### src/core/acpcr_pkg.sv
// Constants for the power and clock control register bank of the audio codec.
package acpcr_pkg;

  // Register slots held by the bank, in storage order.
  localparam int NUM_REGS = 9;
  localparam int SLOT_MIC_BIAS_CONTROL          = 0;
  localparam int SLOT_MIC_BIAS_VOLTAGE_SELECT   = 1;
  localparam int SLOT_DIGITAL_MIC_OVERSAMPLING  = 2;
  localparam int SLOT_INPUT_AMP_POWER           = 3;
  localparam int SLOT_HEADPHONE_POWER           = 4;
  localparam int SLOT_LINE_OUTPUT_POWER         = 5;
  localparam int SLOT_CONVERTER_POWER           = 6;
  localparam int SLOT_CLOCK_SCALING_CONTROL     = 7;
  localparam int SLOT_SYSTEM_CLOCK_SOURCE       = 8;

  // Register indices; the byte address on the bus is four times the index.
  localparam logic [5:0] IDX_MIC_BIAS_CONTROL         = 6'h06;
  localparam logic [5:0] IDX_MIC_BIAS_VOLTAGE_SELECT  = 6'h07;
  localparam logic [5:0] IDX_DIGITAL_MIC_OVERSAMPLING = 6'h0A;
  localparam logic [5:0] IDX_INPUT_AMP_POWER          = 6'h0C;
  localparam logic [5:0] IDX_HEADPHONE_POWER          = 6'h0E;
  localparam logic [5:0] IDX_LINE_OUTPUT_POWER        = 6'h0F;
  localparam logic [5:0] IDX_CONVERTER_POWER          = 6'h12;
  localparam logic [5:0] IDX_CLOCK_SCALING_CONTROL    = 6'h14;
  localparam logic [5:0] IDX_SYSTEM_CLOCK_SOURCE      = 6'h16;

  // Index table, element zero last in the concatenation.
  localparam logic [NUM_REGS-1:0][5:0] REG_INDEX = {
    IDX_SYSTEM_CLOCK_SOURCE, IDX_CLOCK_SCALING_CONTROL, IDX_CONVERTER_POWER,
    IDX_LINE_OUTPUT_POWER, IDX_HEADPHONE_POWER, IDX_INPUT_AMP_POWER,
    IDX_DIGITAL_MIC_OVERSAMPLING, IDX_MIC_BIAS_VOLTAGE_SELECT,
    IDX_MIC_BIAS_CONTROL};

  // Implemented bits of each register; all other bits read as zero.
  localparam logic [NUM_REGS-1:0][15:0] REG_MASK = {
    16'h4000, 16'h6001, 16'h000F, 16'h0003, 16'h0003, 16'h0003,
    16'h0001, 16'h0007, 16'h0003};

  // Reset value of each register.
  localparam logic [NUM_REGS-1:0][15:0] REG_RESET = {
    16'h0000, 16'h0000, 16'h0000, 16'h0000, 16'h0000, 16'h0000,
    16'h0001, 16'h0000, 16'h0000};

  // Field positions.
  localparam int BIT_DETECT_EN     = 1;
  localparam int BIT_BIAS_EN       = 0;
  localparam int VCODE_LSB         = 0;
  localparam int VCODE_MSB         = 2;
  localparam int BIT_OVERSAMPLE    = 0;
  localparam int BIT_LEFT          = 1;
  localparam int BIT_RIGHT         = 0;
  localparam int BIT_LEFT_DAC      = 3;
  localparam int BIT_RIGHT_DAC     = 2;
  localparam int BIT_LEFT_MIC      = 1;
  localparam int BIT_RIGHT_MIC     = 0;
  localparam int BIT_DIV_SIXTEEN   = 14;
  localparam int BIT_TIMES_FOUR    = 13;
  localparam int BIT_MCLK_HALF     = 0;
  localparam int BIT_CLOCK_SOURCE  = 14;

  // Bias level codes: every code at or above the top one means the top level.
  localparam logic [2:0] VCODE_TOP = 3'h4;

  // Tick periods in reference clock cycles.
  localparam logic [10:0] SYSTEM_CLOCK_PERIOD_FULL = 11'h001;
  localparam logic [10:0] SYSTEM_CLOCK_PERIOD_HALF = 11'h002;
  localparam logic [10:0] ZERO_CROSS_TIMEOUT_CLOCK_BASE_PERIOD  = 11'h040;

endpackage

### src/core/acpcr_regs.sv
// Power and clock control register bank of the audio codec, Wishbone slave.
`timescale 1ns/1ns
module acpcr_regs (
  // Clock and reset.
  input  wire logic        ref_clk,
  input  wire logic        rst_n,
  // Wishbone classic slave.
  input  wire logic        wb_cyc_i,
  input  wire logic        wb_stb_i,
  input  wire logic        wb_we_i,
  input  wire logic [7:0]  wb_adr_i,
  input  wire logic [3:0]  wb_sel_i,
  input  wire logic [31:0] wb_dat_i,
  output logic      [31:0] wb_dat_o,
  output logic             wb_ack_o,
  // Microphone bias.
  output logic             bias_generator_en,
  output logic             bias_current_detect_en,
  output logic      [2:0]  bias_voltage_code,
  output logic      [2:0]  bias_voltage_level,
  // Digital microphone.
  output logic             digital_mic_oversample_sel,
  output logic             digital_mic_config_error,
  output logic             left_mic_processing_en,
  output logic             right_mic_processing_en,
  // Analogue path power.
  output logic             left_input_amp_en,
  output logic             right_input_amp_en,
  output logic             left_headphone_en,
  output logic             right_headphone_en,
  output logic             left_line_out_en,
  output logic             right_line_out_en,
  output logic             left_converter_en,
  output logic             right_converter_en,
  // Clock controls.
  output logic             timeout_clk_div_sixteen,
  output logic             timeout_clk_times_four,
  output logic             master_clk_half,
  output logic             system_clock_source_sel,
  // Derived clock enables.
  output logic             system_clock_tick,
  output logic             zero_cross_timeout_clock_tick
);

  typedef struct packed {
    logic [acpcr_pkg::NUM_REGS-1:0][15:0] regs;
    logic                                 ack;
    logic [15:0]                          rdata;
  } acpcr_state_t;

  acpcr_state_t s;
  acpcr_state_t next_s;
  logic [1:0]   rst_sync;
  logic         rst_core_n;
  logic [5:0]   word_index;
  logic [15:0]  lane_mask;
  logic         bus_request;
  logic [10:0]  system_clock_period;
  logic [10:0]  timeout_period;

  // Reset is asserted at once and released through two flip-flops, so the
  // bank never leaves reset on an edge that races the external deassertion.
  always_ff @(posedge ref_clk or negedge rst_n) begin
    if (!rst_n) begin
      rst_sync <= 2'h0;
    end else begin
      rst_sync <= {rst_sync[0], 1'b1};
    end
  end

  assign rst_core_n = rst_sync[1];

  // Bus decode: word index from the byte address, byte lanes from sel.
  assign word_index  = wb_adr_i[7:2];
  assign bus_request = wb_cyc_i & wb_stb_i;
  assign lane_mask   = {{8{wb_sel_i[1]}}, {8{wb_sel_i[0]}}};

  // Next state: the read word is captured as ack rises, and a write lands
  // only on the edge where the master sees ack high. An unmapped address
  // is still acknowledged, reads zero and drops the write, so a stray
  // access cannot hang the bus.
  always_comb begin
    next_s     = s;
    next_s.ack = bus_request & ~s.ack;
    if (bus_request && !s.ack) begin
      next_s.rdata = 16'h0000;
      for (int i = 0; i < acpcr_pkg::NUM_REGS; i++) begin
        if (word_index == acpcr_pkg::REG_INDEX[i]) begin
          next_s.rdata = s.regs[i] & acpcr_pkg::REG_MASK[i];
        end
      end
    end
    if (bus_request && s.ack && wb_we_i) begin
      for (int i = 0; i < acpcr_pkg::NUM_REGS; i++) begin
        if (word_index == acpcr_pkg::REG_INDEX[i]) begin
          next_s.regs[i] = ((s.regs[i] & ~lane_mask) |
                            (wb_dat_i[15:0] & lane_mask)) &
                           acpcr_pkg::REG_MASK[i];
        end
      end
    end
  end

  // State register; the reset copy of every register is a constant table.
  always_ff @(posedge ref_clk or negedge rst_core_n) begin
    if (!rst_core_n) begin
      s.regs  <= acpcr_pkg::REG_RESET;
      s.ack   <= 1'b0;
      s.rdata <= 16'h0000;
    end else begin
      s <= next_s;
    end
  end

  // Bus outputs; the upper half of the data word is always zero.
  assign wb_ack_o = s.ack;
  assign wb_dat_o = {16'h0000, s.rdata};

  // Microphone bias controls.
  assign bias_current_detect_en =
    s.regs[acpcr_pkg::SLOT_MIC_BIAS_CONTROL][acpcr_pkg::BIT_DETECT_EN];
  assign bias_generator_en =
    s.regs[acpcr_pkg::SLOT_MIC_BIAS_CONTROL][acpcr_pkg::BIT_BIAS_EN];
  assign bias_voltage_code =
    s.regs[acpcr_pkg::SLOT_MIC_BIAS_VOLTAGE_SELECT]
          [acpcr_pkg::VCODE_MSB:acpcr_pkg::VCODE_LSB];

  // The analogue bias ladder has only five steps, so the three reserved
  // codes above the top step all fold onto it.
  assign bias_voltage_level = (bias_voltage_code >= acpcr_pkg::VCODE_TOP) ?
                              acpcr_pkg::VCODE_TOP :
                              bias_voltage_code;

  // Digital microphone controls.
  assign digital_mic_oversample_sel =
    s.regs[acpcr_pkg::SLOT_DIGITAL_MIC_OVERSAMPLING]
          [acpcr_pkg::BIT_OVERSAMPLE];
  assign left_mic_processing_en =
    s.regs[acpcr_pkg::SLOT_CONVERTER_POWER][acpcr_pkg::BIT_LEFT_MIC];
  assign right_mic_processing_en =
    s.regs[acpcr_pkg::SLOT_CONVERTER_POWER][acpcr_pkg::BIT_RIGHT_MIC];

  // Flags a microphone channel running on the reserved oversampling
  // setting; the bank does not correct it, software must clear the bit.
  assign digital_mic_config_error =
    digital_mic_oversample_sel &
    (left_mic_processing_en | right_mic_processing_en);

  // Input amplifier power.
  assign left_input_amp_en =
    s.regs[acpcr_pkg::SLOT_INPUT_AMP_POWER][acpcr_pkg::BIT_LEFT];
  assign right_input_amp_en =
    s.regs[acpcr_pkg::SLOT_INPUT_AMP_POWER][acpcr_pkg::BIT_RIGHT];

  // Headphone output power.
  assign left_headphone_en =
    s.regs[acpcr_pkg::SLOT_HEADPHONE_POWER][acpcr_pkg::BIT_LEFT];
  assign right_headphone_en =
    s.regs[acpcr_pkg::SLOT_HEADPHONE_POWER][acpcr_pkg::BIT_RIGHT];

  // Line output power.
  assign left_line_out_en =
    s.regs[acpcr_pkg::SLOT_LINE_OUTPUT_POWER][acpcr_pkg::BIT_LEFT];
  assign right_line_out_en =
    s.regs[acpcr_pkg::SLOT_LINE_OUTPUT_POWER][acpcr_pkg::BIT_RIGHT];

  // Converter power.
  assign left_converter_en =
    s.regs[acpcr_pkg::SLOT_CONVERTER_POWER][acpcr_pkg::BIT_LEFT_DAC];
  assign right_converter_en =
    s.regs[acpcr_pkg::SLOT_CONVERTER_POWER][acpcr_pkg::BIT_RIGHT_DAC];

  // Clock scaling and source controls.
  assign timeout_clk_div_sixteen =
    s.regs[acpcr_pkg::SLOT_CLOCK_SCALING_CONTROL]
          [acpcr_pkg::BIT_DIV_SIXTEEN];
  assign timeout_clk_times_four =
    s.regs[acpcr_pkg::SLOT_CLOCK_SCALING_CONTROL]
          [acpcr_pkg::BIT_TIMES_FOUR];
  assign master_clk_half =
    s.regs[acpcr_pkg::SLOT_CLOCK_SCALING_CONTROL]
          [acpcr_pkg::BIT_MCLK_HALF];
  assign system_clock_source_sel =
    s.regs[acpcr_pkg::SLOT_SYSTEM_CLOCK_SOURCE]
          [acpcr_pkg::BIT_CLOCK_SOURCE];

  // System clock enable: every cycle, or every second cycle when halved.
  assign system_clock_period = master_clk_half ? acpcr_pkg::SYSTEM_CLOCK_PERIOD_HALF :
                                           acpcr_pkg::SYSTEM_CLOCK_PERIOD_FULL;

  // Timeout period: sixteen times longer when divided, four times shorter
  // when multiplied, both at once giving four times the base period. The
  // base is a multiple of four so the shortened period stays exact.
  always_comb begin
    unique case ({timeout_clk_div_sixteen, timeout_clk_times_four})
      2'b00: timeout_period = acpcr_pkg::ZERO_CROSS_TIMEOUT_CLOCK_BASE_PERIOD;
      2'b01: timeout_period = acpcr_pkg::ZERO_CROSS_TIMEOUT_CLOCK_BASE_PERIOD >> 2;
      2'b10: timeout_period = 11'(acpcr_pkg::ZERO_CROSS_TIMEOUT_CLOCK_BASE_PERIOD << 4);
      2'b11: timeout_period = 11'(acpcr_pkg::ZERO_CROSS_TIMEOUT_CLOCK_BASE_PERIOD << 2);
    endcase
  end

  // Divider producing the system clock enable.
  acpcr_tick_divider u_system_clock_div (
    .clk        (ref_clk),
    .rst_core_n (rst_core_n),
    .period     (system_clock_period),
    .tick       (system_clock_tick)
  );

  // Divider producing the zero-cross timeout clock enable.
  acpcr_tick_divider u_timeout_div (
    .clk        (ref_clk),
    .rst_core_n (rst_core_n),
    .period     (timeout_period),
    .tick       (zero_cross_timeout_clock_tick)
  );

endmodule

### src/core/acpcr_tick_divider.sv
// Programmable divider that emits a one-cycle enable pulse every period.
`timescale 1ns/1ns
module acpcr_tick_divider (
  // Clock and synchronised reset.
  input  wire logic        clk,
  input  wire logic        rst_core_n,
  // Period in clock cycles, at least one.
  input  wire logic [10:0] period,
  // One-cycle enable pulse.
  output logic             tick
);

  typedef struct packed {
    logic [10:0] count;
    logic        tick;
  } acpcr_div_state_t;

  acpcr_div_state_t s;
  acpcr_div_state_t next_s;

  // The wrap test uses greater-or-equal so that a period shortened by
  // software while the count is high wraps at once instead of overrunning.
  always_comb begin
    next_s = s;
    if (s.count >= 11'(period - 11'h001)) begin
      next_s.count = 11'h000;
      next_s.tick  = 1'b1;
    end else begin
      next_s.count = 11'(s.count + 11'h001);
      next_s.tick  = 1'b0;
    end
  end

  // State register.
  always_ff @(posedge clk or negedge rst_core_n) begin
    if (!rst_core_n) begin
      s <= '0;
    end else begin
      s <= next_s;
    end
  end

  assign tick = s.tick;

endmodule

### config.mk
export PLATFORM = sky130hd
export DESIGN_NAME = acpcr_regs
export DESIGN_NICKNAME = d
export VERILOG_FILES = /design/src/core/acpcr_pkg.sv /design/src/core/acpcr_regs.sv /design/src/core/acpcr_tick_divider.sv
export SDC_FILE = /design/constraint.sdc
export NUM_CORES = 1
export LEC_CHECK = 0
export BUFFER_PORTS_ARGS = -buffer_cell sky130_fd_sc_hd__buf_4
export CELL_PAD_IN_SITES_DETAIL_PLACEMENT = 2
export CELL_PAD_IN_SITES_GLOBAL_PLACEMENT = 2
export CORE_MARGIN = 2
export CORE_UTILIZATION = 35
export CTS_BUF_LIST = sky130_fd_sc_hd__clkbuf_8
export DETAILED_ROUTE_END_ITERATION = 7
export MAX_ROUTING_LAYER = met4
export PLACE_DENSITY = 0.91
export SLEW_MARGIN = 10
export SYNTH_ARGS = -nofsm -noshare
export SYNTH_HDL_FRONTEND = slang
export SYNTH_HIERARCHICAL = 1
export SYNTH_SLANG_ARGS = --single-unit
### constraint.sdc
create_clock -name ref_clk -period 5.5 [get_ports ref_clk]
set_clock_uncertainty 0.15 [all_clocks]
set_input_delay 0.55 -clock ref_clk [delete_from_list [all_inputs] [get_ports ref_clk]]
set_output_delay 0.55 -clock ref_clk [all_outputs]
set_load 0.02 [all_outputs]
-- Word level (Yosys, flattened, before mapping)
Index checks and enable logic that the tools add are counted.
- register bits after elaboration: 63
- bits of input ports: 49
- output and inout bits: 59
- logic and storage cells: 88
- add/sub/neg operators: 4
- order comparisons: 3
- eq/ne operators: 12
- mux-type cells: 14
- bitwise logic cells: 25
- reduce and logical (&&, ||, !) cells: 14
- operators with widths (cell ; number):
    $and A15 B15 Y15 ; 3
    $pmux W11 S4 ; 1
    $or A15 B15 Y15 ; 2
    $eq A6 B4 Y1 const B ; 4
    $mux W12 ; 2
    $add A11 B1 Y11 const B ; 2
    $ge A11 B11 Y1 ; 2
    $eq A6 B5 Y1 const B ; 3
    $mux W3 ; 6
    $reduce_and A2 Y1 ; 9
    $mux W16 ; 1
    $mux W15 ; 1
    $not A15 Y15 ; 1
    $eq A6 B3 Y1 const B ; 2
    $sub A11 B1 Y11 const B ; 1
    $and A2 B2 Y2 ; 4
    $or A2 B2 Y2 ; 4
    $and A1 B1 Y1 ; 4
    $and A4 B4 Y4 ; 1
    $eq A2 B2 Y1 const B ; 2
    $mux W2 ; 2
    $mux W4 ; 1
    $or A4 B4 Y4 ; 1
    $and A3 B3 Y3 ; 1
    other kinds (9) ; 12

-- Longest topological paths before layout
- word-level depth: 10
- depth in mapped cells: 12
- gate-level depth less buffers: 11

-- By module
Netlist, hierarchy kept.
- modules (own cells, without submodules) (module ; times used ; cells each ; area each (sq um) ; sequential area each (sq um)):
    acpcr_tick_divider ; 2 ; 99 ; 928.4 ; 300.3
    acpcr_regs ; 1 ; 157 ; 1652.8 ; 726.9

-- Worst setup path before layout
Ideal clock, no wire load.
- kind: flip-flop to flip-flop
- start point: register (tool-made name)
- end point: register u_timeout_div/s[10] (netlist bit)
- library setup time: 0.119 ns
- data arrival time: 2.374 ns
- required time: 5.231 ns
- path slack: 2.857 ns
- stages on the path, launching flop included: 11
- buffers on the path: 1
- period minus slack after synthesis: 2.643 ns
- cells stage by stage: dfrtp_1 nor2_1 or4_1 nor2_1 xnor2_1 ha_1 nand2_1 nor4_1 a221o_1 buf_6 nor2_2
- RTL lines (element ; RTL line ; source):
    to (signal assigned) ; acpcr_tick_divider.sv:39 ; s <= next_s;
    to (decl) ; acpcr_tick_divider.sv:18 ; acpcr_div_state_t s;

==> impl_metrics.json <==
{
  "cts_buffer_depth": 2,
  "cp-start-kind": "flip-flop",
  "grt-ovfl-total": 0,
  "cap_violations": 0,
  "grt_max_degree": 52,
  "htree_levels": 2,
  "finalSetupTns_ns": 0,
  "path_cells": "nor2_1 -> or4_1 -> nor2_1 -> xnor2_1 -> ha_1 -> nand2_1 -> nor4_1 -> a221o_1 -> nor2_1",
  "vias": 3033,
  "chipHeight_microns": 104,
  "ir_drop_mv": 0.139,
  "p_per_area_mw_per_mm2": 281,
  "critPathKind": "flip-flop to flip-flop",
  "worstReg2RegEnd": "u_timeout_div/s[11]",
  "slew_viol_final": 0,
  "first_pass_iters": 5,
  "route.antenna.remaining_nets": 0,
  "io_pins": 108,
  "synthFlopType": "dfrtp_1",
  "dieWidth_microns": 104,
  "grt.total_usage_pct": 25.0,
  "dpl_worst_slack_ns": 2.19,
  "synth_warnings": 6,
  "drt_iter0_markers": 112,
  "synth_area_leader_cell": "dfrtp_1",
  "placementRows": 36,
  "wl_per_cell_microns": 22.5,
  "cpMostUsedCell": "nor2_1",
  "fmax_ghz": 0.288,
  "synth_edf_count": 0,
  "fin_cells": 589,
  "cts_tree": "yes",
  "fin_crit_ns": 3.48,
  "grt_pass1_wl_mm": 20.5,
  "route.detailed.drc": 0,
  "port_buffers": 51,
  "cts_root_buf": "clkbuf_8",
  "syn_avg_cell_area_sq_um": 9.89,
  "worstHoldPathType": "flip-flop to asynchronous set/reset pin",
  "start_util_pct": 35.9,
  "grt_pass1_vias": 3620,
  "place_congestion": 0.784,
  "hold_ws_ns": 0.230,
  "vias_per_cell": 5.15,
  "synth_area_leaders": "dfrtp_1, ha_1, buf_4",
  "routed_wl_mm": 13.2,
  "syn_area_sq_mm": 0.00351,
  "setup_slack_ns": 2.02,
  "nNetsFinal": 530,
  "syn_inst": 355,
  "fin_crit_sh_pct": 63.2,
  "reg2regPathDepth": 9,
  "drive_gt1_share_pct": 22.8,
  "antenna_found_initial": 0,
  "placedCellCount": 580,
  "p_leak_nw": 2.08,
  "tightest_slew_ns": 0.708,
  "worstPathRequired_ns": 5.53,
  "yosysSeqAreaShare_pct": 37.8,
  "cts.reportedPaths.clkPinSlew_ns": 0.11,
  "crit_path_end_kind": "flip-flop",
  "n_antenna_cell": 0,
  "outcome": "finished clean",
  "max_slew_margin_pct": 52.8,
  "critPathMaxStageDelay_ns": 0.65,
  "synth_top_area_share_pct": 37.1,
  "yosys_register_bits": 53,
  "cts.sinks": 53,
  "cts_buffers": 5,
  "cp_max_fo": 12,
  "synth_cell_types": 48,
  "area_growth_pct": 19.9,
  "dp_hpwl_mm": 8.66,
  "die_area_sq_mm": 0.0108,
  "ff2ff_setup_slack_ns": 2.02,
  "cts_setup_buffers": 0,
  "critPathArrivalTime_ns": 3.51,
  "cpMaxStageDelayCell": "a221o_1",
  "rsz0062_at_grt": "false",
  "synthArstFlopShare_pct": 100,
  "finalHoldViolations": 0,
  "setup_viol": 0,
  "core_area_sq_mm": 0.00977,
  "clkLatencyLatePin_ns": 0.32
}
[per-layer routing]
layer	global-route usage [%]	vias to the layer above	share of wire, %
met3	4.82	41	4.5
met2	46.1	118	54
met1	25.8	1537	38
li1	-	1337	-
met4	11.0	0	3.4
met5	-	-	0
[cells in the final DEF, fill, tap and decap left out, drive strengths merged, types with 3 or more instances in the layout]
cell type	synthesis	final
nor3b	3	3
nand4	13	13
o21ai	9	9
nand2	26	26
nor3	10	10
nor2b	8	8
buf	29	51
mux2i	3	3
mux2	22	22
xor2	20	20
nor2	37	37
conb	2	75
xnor2	16	16
clkbuf	3	7
dfrtp	52	52
nor4	6	6
inv	14	14
ha	26	26
nand3b	4	4
and3	6	6
nand3	10	10
a21oi	12	12
[kinds of logic (layout without fill, tap and decap cells)]
group,after synthesis,in the layout,share of synthesized area [%]
AO/OA/AOI/OAI,33,33,5.85
XOR/XNOR,36,36,8.98
adder cells (fa/ha/maj),26,26,9.27
buffers and inverters,46,74,8.34
flip-flops,53,53,37.8
multiplexers,25,25,7.91
other,2,75,0.214
AND/OR/NAND/NOR,134,134,21.6
[power breakdown]
group | leakage, nW | switching [W] | internal [W] | total (W)
registers | 0.703 | 0.000106 | 0.000448 | 0.000554
clock network | 0.0542 | 0.000150 | 0.000115 | 0.000264
logic | 1.32 | 0.000224 | 0.000142 | 0.000366
[cells in the mapped netlist (all sizes together), types with 2 or more instances]
library cell  count
nand2            26
o21ai             9
inv              14
nand4            13
dfrtp            52
nand3            10
nand3b            4
or4               2
and4              2
ha               26
mux2             22
xnor2            16
nor3             10
a221o             2
clkbuf            3
or4b              2
xor2             20
conb              2
nor2             37
mux2i             3
nor3b             3
a21oi            12
buf              29
nor4              6
nor2b             8
and3              6
and2              2
[worst max path at each step]
stage	from	endpoint	slack [ns]
floorplan	flip-flop	u_timeout_div/s[10]	2.86
global placement	flip-flop	u_system_clock_div/s[3]	2.47
finish	flip-flop	u_timeout_div/s[11]	2.02
global route	flip-flop	u_system_clock_div/s[3]	1.90
detailed placement	flip-flop	u_timeout_div/s[11]	2.19
CTS	flip-flop	u_timeout_div/s[11]	2.06
[metrics by stage]
stage	cell area [sq um]	utilization, %	power, W
after detailed placement	4090	41.9	0.000891
after floorplan	3780	-	0.000777
final	4210	43.0	0.00118
after global routing	4210	43.0	0.00124
after CTS	4210	43.0	0.00117
after global placement	4090	41.9	0.000838
[critical path: cells and delay by family, from the launching register on]
| family | cells | cell delay (ns) |
|---|---|---|
| flip-flops | 1 | 0.49 |
| AND/OR/NAND/NOR | 6 | 1.54 |
| adder cells (fa/ha/maj) | 1 | 0.37 |
| AO/OA/AOI/OAI | 1 | 0.65 |
| XOR/XNOR | 1 | 0.12 |
[layout make-up]
cell class | count | area [sq um]
fill | 1088 | 5570
multi-input combinational | 329 | 2160
sequential | 53 | 1330
timing repair buffer | 52 | 393
tap | 133 | 166
clock buffer | 7 | 96.3
inverter | 14 | 52.6
clock inverter | 1 | 5.00
[timing repair]
action                     4_1_cts  5_1_grt
setup endpoints to repair        0        0
resized for setup                0        0
hold buffers                     1        0
hold endpoints to repair         2        0
No activity file was read; power rests on OpenSTA's default activity.
